File: src/core/acs_pkg.sv
// Constants and enumerations for the converter conversion sequencer.
// Assumes a single 200 MHz system clock; all times are turned into cycles here.
package acs_pkg;

  // ****************************************************************
  // Timing
  // ****************************************************************
  localparam int CLK_PERIOD_NS    = 5;
  localparam int POR_TIME_NS      = 4000000;
  localparam int POR_CYC          = POR_TIME_NS / CLK_PERIOD_NS;
  localparam int CONV_INT_TIME_NS = 147000000;
  localparam int CONV_INT_CYC     = CONV_INT_TIME_NS / CLK_PERIOD_NS;
  localparam int EXT_MIN_FREQ_HZ  = 10000;
  localparam int EXT_MAX_PER_NS   = 1000000000 / EXT_MIN_FREQ_HZ;
  // Must exceed the slowest legal external period
  localparam int EXT_TMO_CYC      = EXT_MAX_PER_NS / CLK_PERIOD_NS + 1;
  localparam int CONV_EXT_PER     = 41036;
  localparam int DEC_EXT_PER      = 5120;

  // ****************************************************************
  // Widths
  // ****************************************************************
  localparam int POR_W    = 20;
  localparam int CONV_W   = 25;
  localparam int TMO_W    = 16;
  localparam int DEC_W    = 13;
  localparam int RES_BITS = 24;
  localparam int SYNC_W   = 7;

  // ****************************************************************
  // Serial protocol
  // ****************************************************************
  localparam logic [4:0] RES_LAST_BIT = 5'h17;
  localparam logic [2:0] BYTE_LAST    = 3'h7;
  localparam logic       RW_READ      = 1'b1;

  // ****************************************************************
  // Strap levels and slave addresses
  // ****************************************************************
  localparam logic [1:0] LVL_LOW   = 2'h0;
  localparam logic [1:0] LVL_HIGH  = 2'h1;
  localparam logic [1:0] LVL_FLOAT = 2'h2;
  localparam logic [6:0] ADDR_LH   = 7'h14;
  localparam logic [6:0] ADDR_LF   = 7'h15;
  localparam logic [6:0] ADDR_FH   = 7'h17;
  localparam logic [6:0] ADDR_FF   = 7'h24;
  localparam logic [6:0] ADDR_HH   = 7'h26;
  localparam logic [6:0] ADDR_HF   = 7'h27;

  // ****************************************************************
  // State encodings
  // ****************************************************************
  typedef enum logic [1:0] {
    ACS_POR   = 2'b00,
    ACS_CONV  = 2'b01,
    ACS_SLEEP = 2'b10,
    ACS_OUT   = 2'b11
  } acs_seq_t;

  typedef enum logic [2:0] {
    ACS_IDLE  = 3'b000,
    ACS_ADDR  = 3'b001,
    ACS_AWAIT = 3'b010,
    ACS_AACK  = 3'b011,
    ACS_TX    = 3'b100,
    ACS_MACK  = 3'b101
  } acs_i2c_t;

endpackage

File: src/core/acs_sync.sv
// Two flip-flop synchroniser for a group of asynchronous pins.
// Assumes each bit is independent; no word coherence is promised.
`timescale 1ns/1ps
`default_nettype none

module acs_sync #(
  parameter int W = 1
) (
  // Clock and reset
  input  wire logic         sys_clk_i,
  input  wire logic         arst_n_i,
  // Pins in, synchronised out
  input  wire logic [W-1:0] async_i,
  output logic      [W-1:0] sync_o
);

  typedef struct packed {
    logic [W-1:0] meta;
    logic [W-1:0] sync;
  } acs_sync_st_t;

  acs_sync_st_t q;
  acs_sync_st_t d;

  // First stage feeds only the second stage
  always_comb begin
    d.meta = async_i;
    d.sync = q.meta;
  end

  always_ff @(posedge sys_clk_i or negedge arst_n_i) begin
    if (!arst_n_i) begin
      q <= '0;
    end else begin
      q <= d;
    end
  end

  assign sync_o = q.sync;

endmodule // acs_sync

`default_nettype wire

File: src/core/acs_sequencer.sv
// Conversion, sleep and output sequencer with a read-only two-wire slave port.
// Assumes conv_result_i is the filter output on sys_clk; all pins arrive async.
`timescale 1ns/1ps
`default_nettype none

module acs_sequencer #(
  parameter int POR_CYC      = acs_pkg::POR_CYC,
  parameter int CONV_INT_CYC = acs_pkg::CONV_INT_CYC,
  parameter int EXT_TMO_CYC  = acs_pkg::EXT_TMO_CYC
) (
  // Clock and reset
  input  wire logic                 sys_clk_i,
  input  wire logic                 arst_n_i,
  // Supply monitor
  input  wire logic                 supply_ok_i,
  // Two-wire bus
  input  wire logic                 scl_i,
  input  wire logic                 sda_i,
  output logic                      sda_o,
  output logic                      sda_oe_n_o,
  // Address straps
  input  wire logic [1:0]           addr_strap_high_pin_i,
  input  wire logic                 addr_strap_low_clock_pin_i,
  input  wire logic                 addr_strap_low_float_i,
  // Converter core
  input  wire logic [23:0]          conv_result_i,
  output logic                      osc_enable_o,
  output logic [1:0]                seq_state_o,
  output logic                      cal_start_o,
  output logic                      dec_tick_o
);

  // ****************************************************************
  // State
  // ****************************************************************
  typedef struct packed {
    acs_pkg::acs_seq_t            seq;
    acs_pkg::acs_i2c_t            i2c;
    logic [acs_pkg::POR_W-1:0]    por_cnt;
    logic [acs_pkg::CONV_W-1:0]   conv_cnt;
    logic [acs_pkg::TMO_W-1:0]    tmo_cnt;
    logic [acs_pkg::DEC_W-1:0]    dec_cnt;
    logic [4:0]                   tx_cnt;
    logic [2:0]                   bit_cnt;
    logic [7:0]                   addr_sh;
    logic [acs_pkg::RES_BITS-1:0] out_sh;
    logic                         ack_ok;
    logic                         edge_seen;
    logic                         ext_mode;
    logic                         osc_en;
    logic                         sda_oe_n;
    logic                         sda_lvl;
    logic                         cal_start;
    logic                         dec_tick;
    logic                         scl_p;
    logic                         sda_p;
    logic                         fclk_p;
  } acs_state_t;

  localparam acs_state_t ST_RST = '{seq: acs_pkg::ACS_POR, i2c: acs_pkg::ACS_IDLE,
                                    sda_oe_n: 1'b1, osc_en: 1'b1, default: '0};

  acs_state_t                   q;
  acs_state_t                   d;
  logic [acs_pkg::SYNC_W-1:0]   pins_s;
  logic                         scl;
  logic                         sda;
  logic                         fclk;
  logic                         sok;
  logic [1:0]                   hi_lvl;
  logic [1:0]                   lo_lvl;
  logic                         scl_rise;
  logic                         scl_fall;
  logic                         fclk_rise;
  logic                         start_det;
  logic                         stop_det;
  logic [7:0]                   own;
  logic [7:0]                   addr_byte;
  logic                         conv_done;

  // ****************************************************************
  // Pin synchronisers
  // ****************************************************************
  acs_sync #(
    .W (acs_pkg::SYNC_W)
  ) u_sync (
    .sys_clk_i (sys_clk_i),
    .arst_n_i  (arst_n_i),
    .async_i   ({addr_strap_high_pin_i, supply_ok_i, addr_strap_low_float_i,
                 addr_strap_low_clock_pin_i, sda_i, scl_i}),
    .sync_o    (pins_s)
  );

  assign scl    = pins_s[0];
  assign sda    = pins_s[1];
  assign fclk   = pins_s[2];
  assign sok    = pins_s[4];
  assign hi_lvl = pins_s[6:5];

  assign scl_rise  = scl & ~q.scl_p;
  assign scl_fall  = ~scl & q.scl_p;
  assign fclk_rise = fclk & ~q.fclk_p;
  assign start_det = q.scl_p & scl & q.sda_p & ~sda;
  assign stop_det  = q.scl_p & scl & ~q.sda_p & sda;

  // ****************************************************************
  // Address decode
  // ****************************************************************
  // Low strap reads high while it carries the conversion clock
  assign lo_lvl = q.ext_mode ? acs_pkg::LVL_HIGH :
                  pins_s[3] ? acs_pkg::LVL_FLOAT :
                  fclk ? acs_pkg::LVL_HIGH : acs_pkg::LVL_LOW;

  // Bit 7 flags a legal strap pair; low/low pairs answer nothing
  function automatic logic [7:0] addr_lookup(input logic [1:0] h, input logic [1:0] l);
    case ({h, l})
      {acs_pkg::LVL_LOW, acs_pkg::LVL_HIGH}:     addr_lookup = {1'b1, acs_pkg::ADDR_LH};
      {acs_pkg::LVL_LOW, acs_pkg::LVL_FLOAT}:    addr_lookup = {1'b1, acs_pkg::ADDR_LF};
      {acs_pkg::LVL_FLOAT, acs_pkg::LVL_HIGH}:   addr_lookup = {1'b1, acs_pkg::ADDR_FH};
      {acs_pkg::LVL_FLOAT, acs_pkg::LVL_FLOAT}:  addr_lookup = {1'b1, acs_pkg::ADDR_FF};
      {acs_pkg::LVL_HIGH, acs_pkg::LVL_HIGH}:    addr_lookup = {1'b1, acs_pkg::ADDR_HH};
      {acs_pkg::LVL_HIGH, acs_pkg::LVL_FLOAT}:   addr_lookup = {1'b1, acs_pkg::ADDR_HF};
      default:                                   addr_lookup = 8'h00;
    endcase
  endfunction

  assign own       = addr_lookup(hi_lvl, lo_lvl);
  assign addr_byte = {q.addr_sh[6:0], sda};

  // Conversion ends after CONV_INT_CYC cycles, or after CONV_EXT_PER external clock edges in external mode
  assign conv_done = q.ext_mode ?
                     (fclk_rise && q.conv_cnt >= acs_pkg::CONV_W'(acs_pkg::CONV_EXT_PER - 1)) :
                     (q.conv_cnt >= acs_pkg::CONV_W'(CONV_INT_CYC - 1));

  // ****************************************************************
  // Next state
  // ****************************************************************
  always_comb begin
    d           = q;
    d.cal_start = 1'b0;
    d.dec_tick  = 1'b0;
    d.scl_p     = scl;
    d.sda_p     = sda;
    d.fclk_p    = fclk;

    // Clock source: two edges inside the timeout select the external clock
    if (fclk_rise) begin
      d.tmo_cnt   = '0;
      d.edge_seen = 1'b1;
      if (q.edge_seen) begin
        d.ext_mode = 1'b1;
      end
    end else if (q.tmo_cnt >= acs_pkg::TMO_W'(EXT_TMO_CYC)) begin
      d.edge_seen = 1'b0;
      d.ext_mode  = 1'b0;
    end else begin
      d.tmo_cnt = q.tmo_cnt + 1'b1;
    end
    d.osc_en = ~d.ext_mode;

    // Filter frame strobe sets the notch at the external rate over 5120
    if (!q.ext_mode) begin
      d.dec_cnt = '0;
    end else if (fclk_rise) begin
      if (q.dec_cnt == acs_pkg::DEC_W'(acs_pkg::DEC_EXT_PER - 1)) begin
        d.dec_cnt  = '0;
        d.dec_tick = 1'b1;
      end else begin
        d.dec_cnt = q.dec_cnt + 1'b1;
      end
    end

    // Conversion sequence
    case (q.seq)
      acs_pkg::ACS_POR: begin
        if (q.por_cnt >= acs_pkg::POR_W'(POR_CYC - 1)) begin
          d.seq = acs_pkg::ACS_CONV;
        end else begin
          d.por_cnt = q.por_cnt + 1'b1;
        end
      end
      acs_pkg::ACS_CONV: begin
        // Counter keeps running across a source change: only this result suffers
        d.conv_cnt = q.conv_cnt + {24'h0, (~q.ext_mode | fclk_rise)};
        if (conv_done) begin
          d.seq    = acs_pkg::ACS_SLEEP;
          d.out_sh = conv_result_i;
          d.tx_cnt = '0;
        end
      end
      acs_pkg::ACS_SLEEP: begin
      end
      acs_pkg::ACS_OUT: begin
      end
      default: begin
        d.seq = acs_pkg::ACS_POR;
      end
    endcase

    // Two-wire slave
    if (start_det) begin
      d.i2c      = acs_pkg::ACS_ADDR;
      d.bit_cnt  = '0;
      d.sda_oe_n = 1'b1;
    end else if (stop_det) begin
      d.i2c      = acs_pkg::ACS_IDLE;
      d.sda_oe_n = 1'b1;
      if (q.seq == acs_pkg::ACS_OUT) begin
        d.seq = acs_pkg::ACS_CONV;
      end
    end else begin
      case (q.i2c)
        acs_pkg::ACS_IDLE: begin
        end
        acs_pkg::ACS_ADDR: begin
          if (scl_rise) begin
            d.addr_sh = addr_byte;
            d.bit_cnt = q.bit_cnt + 1'b1;
            if (q.bit_cnt == acs_pkg::BYTE_LAST) begin
              // Ack only a read while a result waits
              d.ack_ok = (addr_byte[0] == acs_pkg::RW_READ) &&
                         (q.seq == acs_pkg::ACS_SLEEP);
              d.i2c    = (own[7] && addr_byte[7:1] == own[6:0]) ?
                         acs_pkg::ACS_AWAIT : acs_pkg::ACS_IDLE;
            end
          end
        end
        acs_pkg::ACS_AWAIT: begin
          if (scl_fall) begin
            d.i2c      = acs_pkg::ACS_AACK;
            d.sda_oe_n = ~q.ack_ok;
            if (q.ack_ok) begin
              d.seq = acs_pkg::ACS_OUT;
            end
          end
        end
        acs_pkg::ACS_AACK: begin
          if (scl_fall) begin
            d.bit_cnt  = '0;
            d.i2c      = q.ack_ok ? acs_pkg::ACS_TX : acs_pkg::ACS_IDLE;
            d.sda_oe_n = q.ack_ok ? q.out_sh[23] : 1'b1;
          end
        end
        acs_pkg::ACS_TX: begin
          if (scl_fall) begin
            d.out_sh = {q.out_sh[22:0], 1'b0};
            d.tx_cnt = q.tx_cnt + 1'b1;
            d.bit_cnt = q.bit_cnt + 1'b1;
            if (q.bit_cnt == acs_pkg::BYTE_LAST) begin
              d.i2c      = acs_pkg::ACS_MACK;
              d.sda_oe_n = 1'b1;
              if (q.tx_cnt == acs_pkg::RES_LAST_BIT) begin
                d.seq = acs_pkg::ACS_CONV;
              end
            end else begin
              d.sda_oe_n = q.out_sh[22];
            end
          end
        end
        acs_pkg::ACS_MACK: begin
          if (scl_rise) begin
            d.ack_ok = ~sda;
          end
          if (scl_fall) begin
            d.bit_cnt = '0;
            if (q.ack_ok && q.seq == acs_pkg::ACS_OUT) begin
              d.i2c      = acs_pkg::ACS_TX;
              d.sda_oe_n = q.out_sh[23];
            end else begin
              d.i2c = acs_pkg::ACS_IDLE;
            end
          end
        end
        default: begin
          d.i2c = acs_pkg::ACS_IDLE;
        end
      endcase
    end

    // Every conversion opens with its own calibration, no extra state
    if (d.seq == acs_pkg::ACS_CONV && q.seq != acs_pkg::ACS_CONV) begin
      d.conv_cnt  = '0;
      d.cal_start = 1'b1;
    end

    // Supply loss clears everything and restarts the reset hold
    if (!sok) begin
      d = ST_RST;
    end
  end

  always_ff @(posedge sys_clk_i or negedge arst_n_i) begin
    if (!arst_n_i) begin
      q <= ST_RST;
    end else begin
      q <= d;
    end
  end

  assign sda_o        = q.sda_lvl;
  assign sda_oe_n_o   = q.sda_oe_n;
  assign osc_enable_o = q.osc_en;
  assign seq_state_o  = q.seq;
  assign cal_start_o  = q.cal_start;
  assign dec_tick_o   = q.dec_tick;
endmodule // acs_sequencer

`default_nettype wire

File: config.mk
export PLATFORM = sky130hd
export DESIGN_NAME = acs_sequencer
export DESIGN_NICKNAME = d
export VERILOG_FILES = /design/src/core/acs_pkg.sv /design/src/core/acs_sync.sv /design/src/core/acs_sequencer.sv
export SDC_FILE = /design/constraint.sdc
export NUM_CORES = 1
export LEC_CHECK = 0
export ABC_CLOCK_PERIOD_IN_PS = 4140
export BUFFER_PORTS_ARGS = -buffer_cell sky130_fd_sc_hd__buf_4
export CAP_MARGIN = 10
export CORE_UTILIZATION = 49
export CTS_CLUSTER_SIZE = 30
export DETAILED_ROUTE_END_ITERATION = 10
export MAX_ROUTING_LAYER = met4
export PLACE_DENSITY = 0.66
export SLEW_MARGIN = 20
export SYNTH_ARGS = -nofsm -noshare
export SYNTH_HDL_FRONTEND = slang
export SYNTH_SLANG_ARGS = --single-unit
File: constraint.sdc
create_clock -name sys_clk_i -period 4.14 [get_ports sys_clk_i]
set_input_delay 0.621 -clock sys_clk_i [delete_from_list [all_inputs] [get_ports sys_clk_i]]
set_output_delay 0.621 -clock sys_clk_i [all_outputs]
set_load 0.03 [all_outputs]
==> run summary <==
status - completed
die area - 15,900 µm²
critical path fanouts, max - 25
Clock Sinks - 142
Total Wirelength - 16.1 mm
first-pass GRT wire length - 27.5 mm
Initial Utilization - 0.511
TritonCTS clock tree - yes
H-tree depth - 4
Fillers - 1,276
worst min path class - in -> async
Period minus WS final - 2.75 ns
fin util - 0.577
count of cell types in the netlist - 66
routed len/inst - 15.7 µm
Startpoint Class - flip-flop
DP Worst Slack - 1.41 ns
Max Root-Sink Buffers - 2
syn_nets - 851
Final Non-Filler Cells - 1,028
dpl hpwl - 10.8 mm
Cell Chain, Critical Path - nor2b_1 > and2_1 > and3_1 > or3_1 > a31oi_1
# IOs - 40
endpoints failing setup - 0
Crit path arrival time - 3.01 ns
diode count - 0
final net count - 874
area grow syn2layout - 12.9%
Rows - 44
cell area after layout - 8520 µm²
Num CTS Buffers - 17
Syn Area/Cell - 9.34 µm²
largest net degree at the start of global routing - 94
fmax - 0.363 GHz
number of synthesized flops with an enable pin - 0
Placed Area - 7920 µm²
Post-CTS Setup Bufs - 0
Worst-Margin Slew - 1.08 ns
GR Util All Layers - 0.220
period utilization - 0.665
Leakage - 3.48 nW
Netlist Area Pre-Place - 7540 µm²
CTS resizes - 0
GRT overflow - 0
setup TNS - 0 ns
Final Hold Vio Count - 0
Top FF cell, synth - dfrtp_1
Worst Setup Path Type - reg -> reg
#FFs+latches synth - 142
PwrDens - 367 nW/µm²
Final Max Slew Viols - 0
Synthesis Warnings - 0
Die H - 126 µm
input/output buffers - 38
Tot Pwr - 3.13 mW
final clock skew - 0.0125 ns
worst stage delay on the critical path - 0.74 ns
Top Family by Delay on Critical Path - simple AND/OR/NAND/NOR gates
vias in the first global route - 5,908
hold_buf cts - 0
Via density - 5.95
worst path buffer plus inverter count - 0
ys async rst share - 1.00
# placed instances - 996
Final WS setup - 1.39 ns
Chip Width - 126 µm
share of cells above drive strength 1 - 0.108
Slew HR - 0.269
DR DRC count - 0
sequential-to-total area share from yosys stat - 0.471
worst skew pair latency - 0.42 ns
synthesized instance count - 808
Detail Route Antenna Nets - 0
core box area - 14,800 µm²
Root Buffer - clkbuf_16
Hold Worst Slack - 0.276 ns
1st-iter DRT viols - 462
Vias - 6,117
clock slew at reported path FFs - 0.06 ns
max cap viols - 0
initial antenna violation count - 0
RSZ-0062 raised after global routing - false
Critical Path End Type - flip-flop
reg2reg setup slack - 1.39 ns
first-pass iteration count of the detailed router - 5
CP required - 4.39 ns
Final Wtd Congestion - 0.880
Max VDD drop - 0.344 mV
slowest stage cell, crit path - or3_1
[worst paths after layout]
path                                           from                to  cells past startpoint
min reg2reg                             u_sync.d[0]  u_sync.sync_o[0]                      0
min                                        arst_n_i            q[101]                      1
max reg2reg                                  q[127]             q[96]                      5
max in group asynchronous                  arst_n_i             q[33]                      2
min in group sys_clk_i     addr_strap_high_pin_i[0]       u_sync.d[5]                      1
max                                          q[127]             q[96]                      5
[logic make-up (layout without fill, tap and decap cells)]
kind of cell	count (synthesis)	after routing	synth area share
multiplexers	29	29	0.0386
other	1	1	0.000497
adder cells (fa/ha/maj)	10	10	0.0166
XOR/XNOR	35	35	0.0406
flip-flops	142	142	0.471
AND/OR/NAND/NOR	316	316	0.216
AO/OA/AOI/OAI	213	213	0.177
buffers and inverters	62	98	0.0388
[synth_stat cells, drive strengths merged (13+ instances only)]
cell / n / area (µm²)
clkbuf: 30 / 113
o21ai: 65 / 329
nor2: 86 / 323
mux2i: 28 / 280
nand4: 20 / 125
nor2b: 15 / 93.8
nor3: 14 / 75.1
inv: 19 / 71.3
nand2: 64 / 240
nor4: 14 / 103
and2: 13 / 81.3
xnor2: 17 / 149
nand3: 31 / 155
and3: 13 / 82.6
dfrtp: 140 / 3500
a31oi: 27 / 169
a21oi: 56 / 280
xor2: 18 / 158
[area by class of cell]
type | instances | area, µm² | share of cell area
clock inverters | 14 | 160 | 0.0188
multi-input cells | 604 | 3700 | 0.434
clock buffers | 18 | 439 | 0.0516
flip-flops and latches | 142 | 3560 | 0.417
repair buffers | 46 | 362 | 0.0425
inverters | 20 | 75.1 | 0.00881
well taps | 184 | 230 | 0.0270
[layer usage]
layer	GRT usage	wire length (µm)	share of wire	vias to the layer above
li1	-	-	-	2975
met1	0.279	7630	0.47	2996
met2	0.354	7730	0.48	134
met3	0.0497	620	0.039	12
met4	0.0609	119	0.0074	0
met5	-	0	0	-
[power by group]
part           switching [mW]  leakage [nW]  internal (mW)
Sequential             0.0271          1.93           1.41
Clock                   0.616         0.285          0.913
Combinational          0.0980          1.27         0.0619
Total                   0.741          3.48           2.39
[sequential cells by signal (all words and copies together) (netlist names)]
register and cells:
u_sync.d 7, osc_enable_o 1, cal_start_o 1, addr_byte 7
dec_tick_o 1, q 115, sda_oe_n_o 1, seq_state_o 2
u_sync.sync_o 7
[cells in the final DEF (no fill, tap or decap), types with 9 or more instances in the layout]
cell type,instances
a21oi_1,56
nor4_1,13
o21ai_0,61
o211ai_1,10
xor2_1,18
nand3_1,31
nand4_1,20
and2_1,11
nand2_1,64
xnor2_1,17
dfrtp_1,140
nor2_1,86
or3_1,10
ha_1,10
and3_1,12
buf_4,44
nor3_1,13
a31oi_1,27
inv_1,19
mux2i_1,28
nand2b_1,12
nor2b_1,15
clkbuf_16,17
and4_1,9
Note: power is estimated with default switching activity, not from simulation.
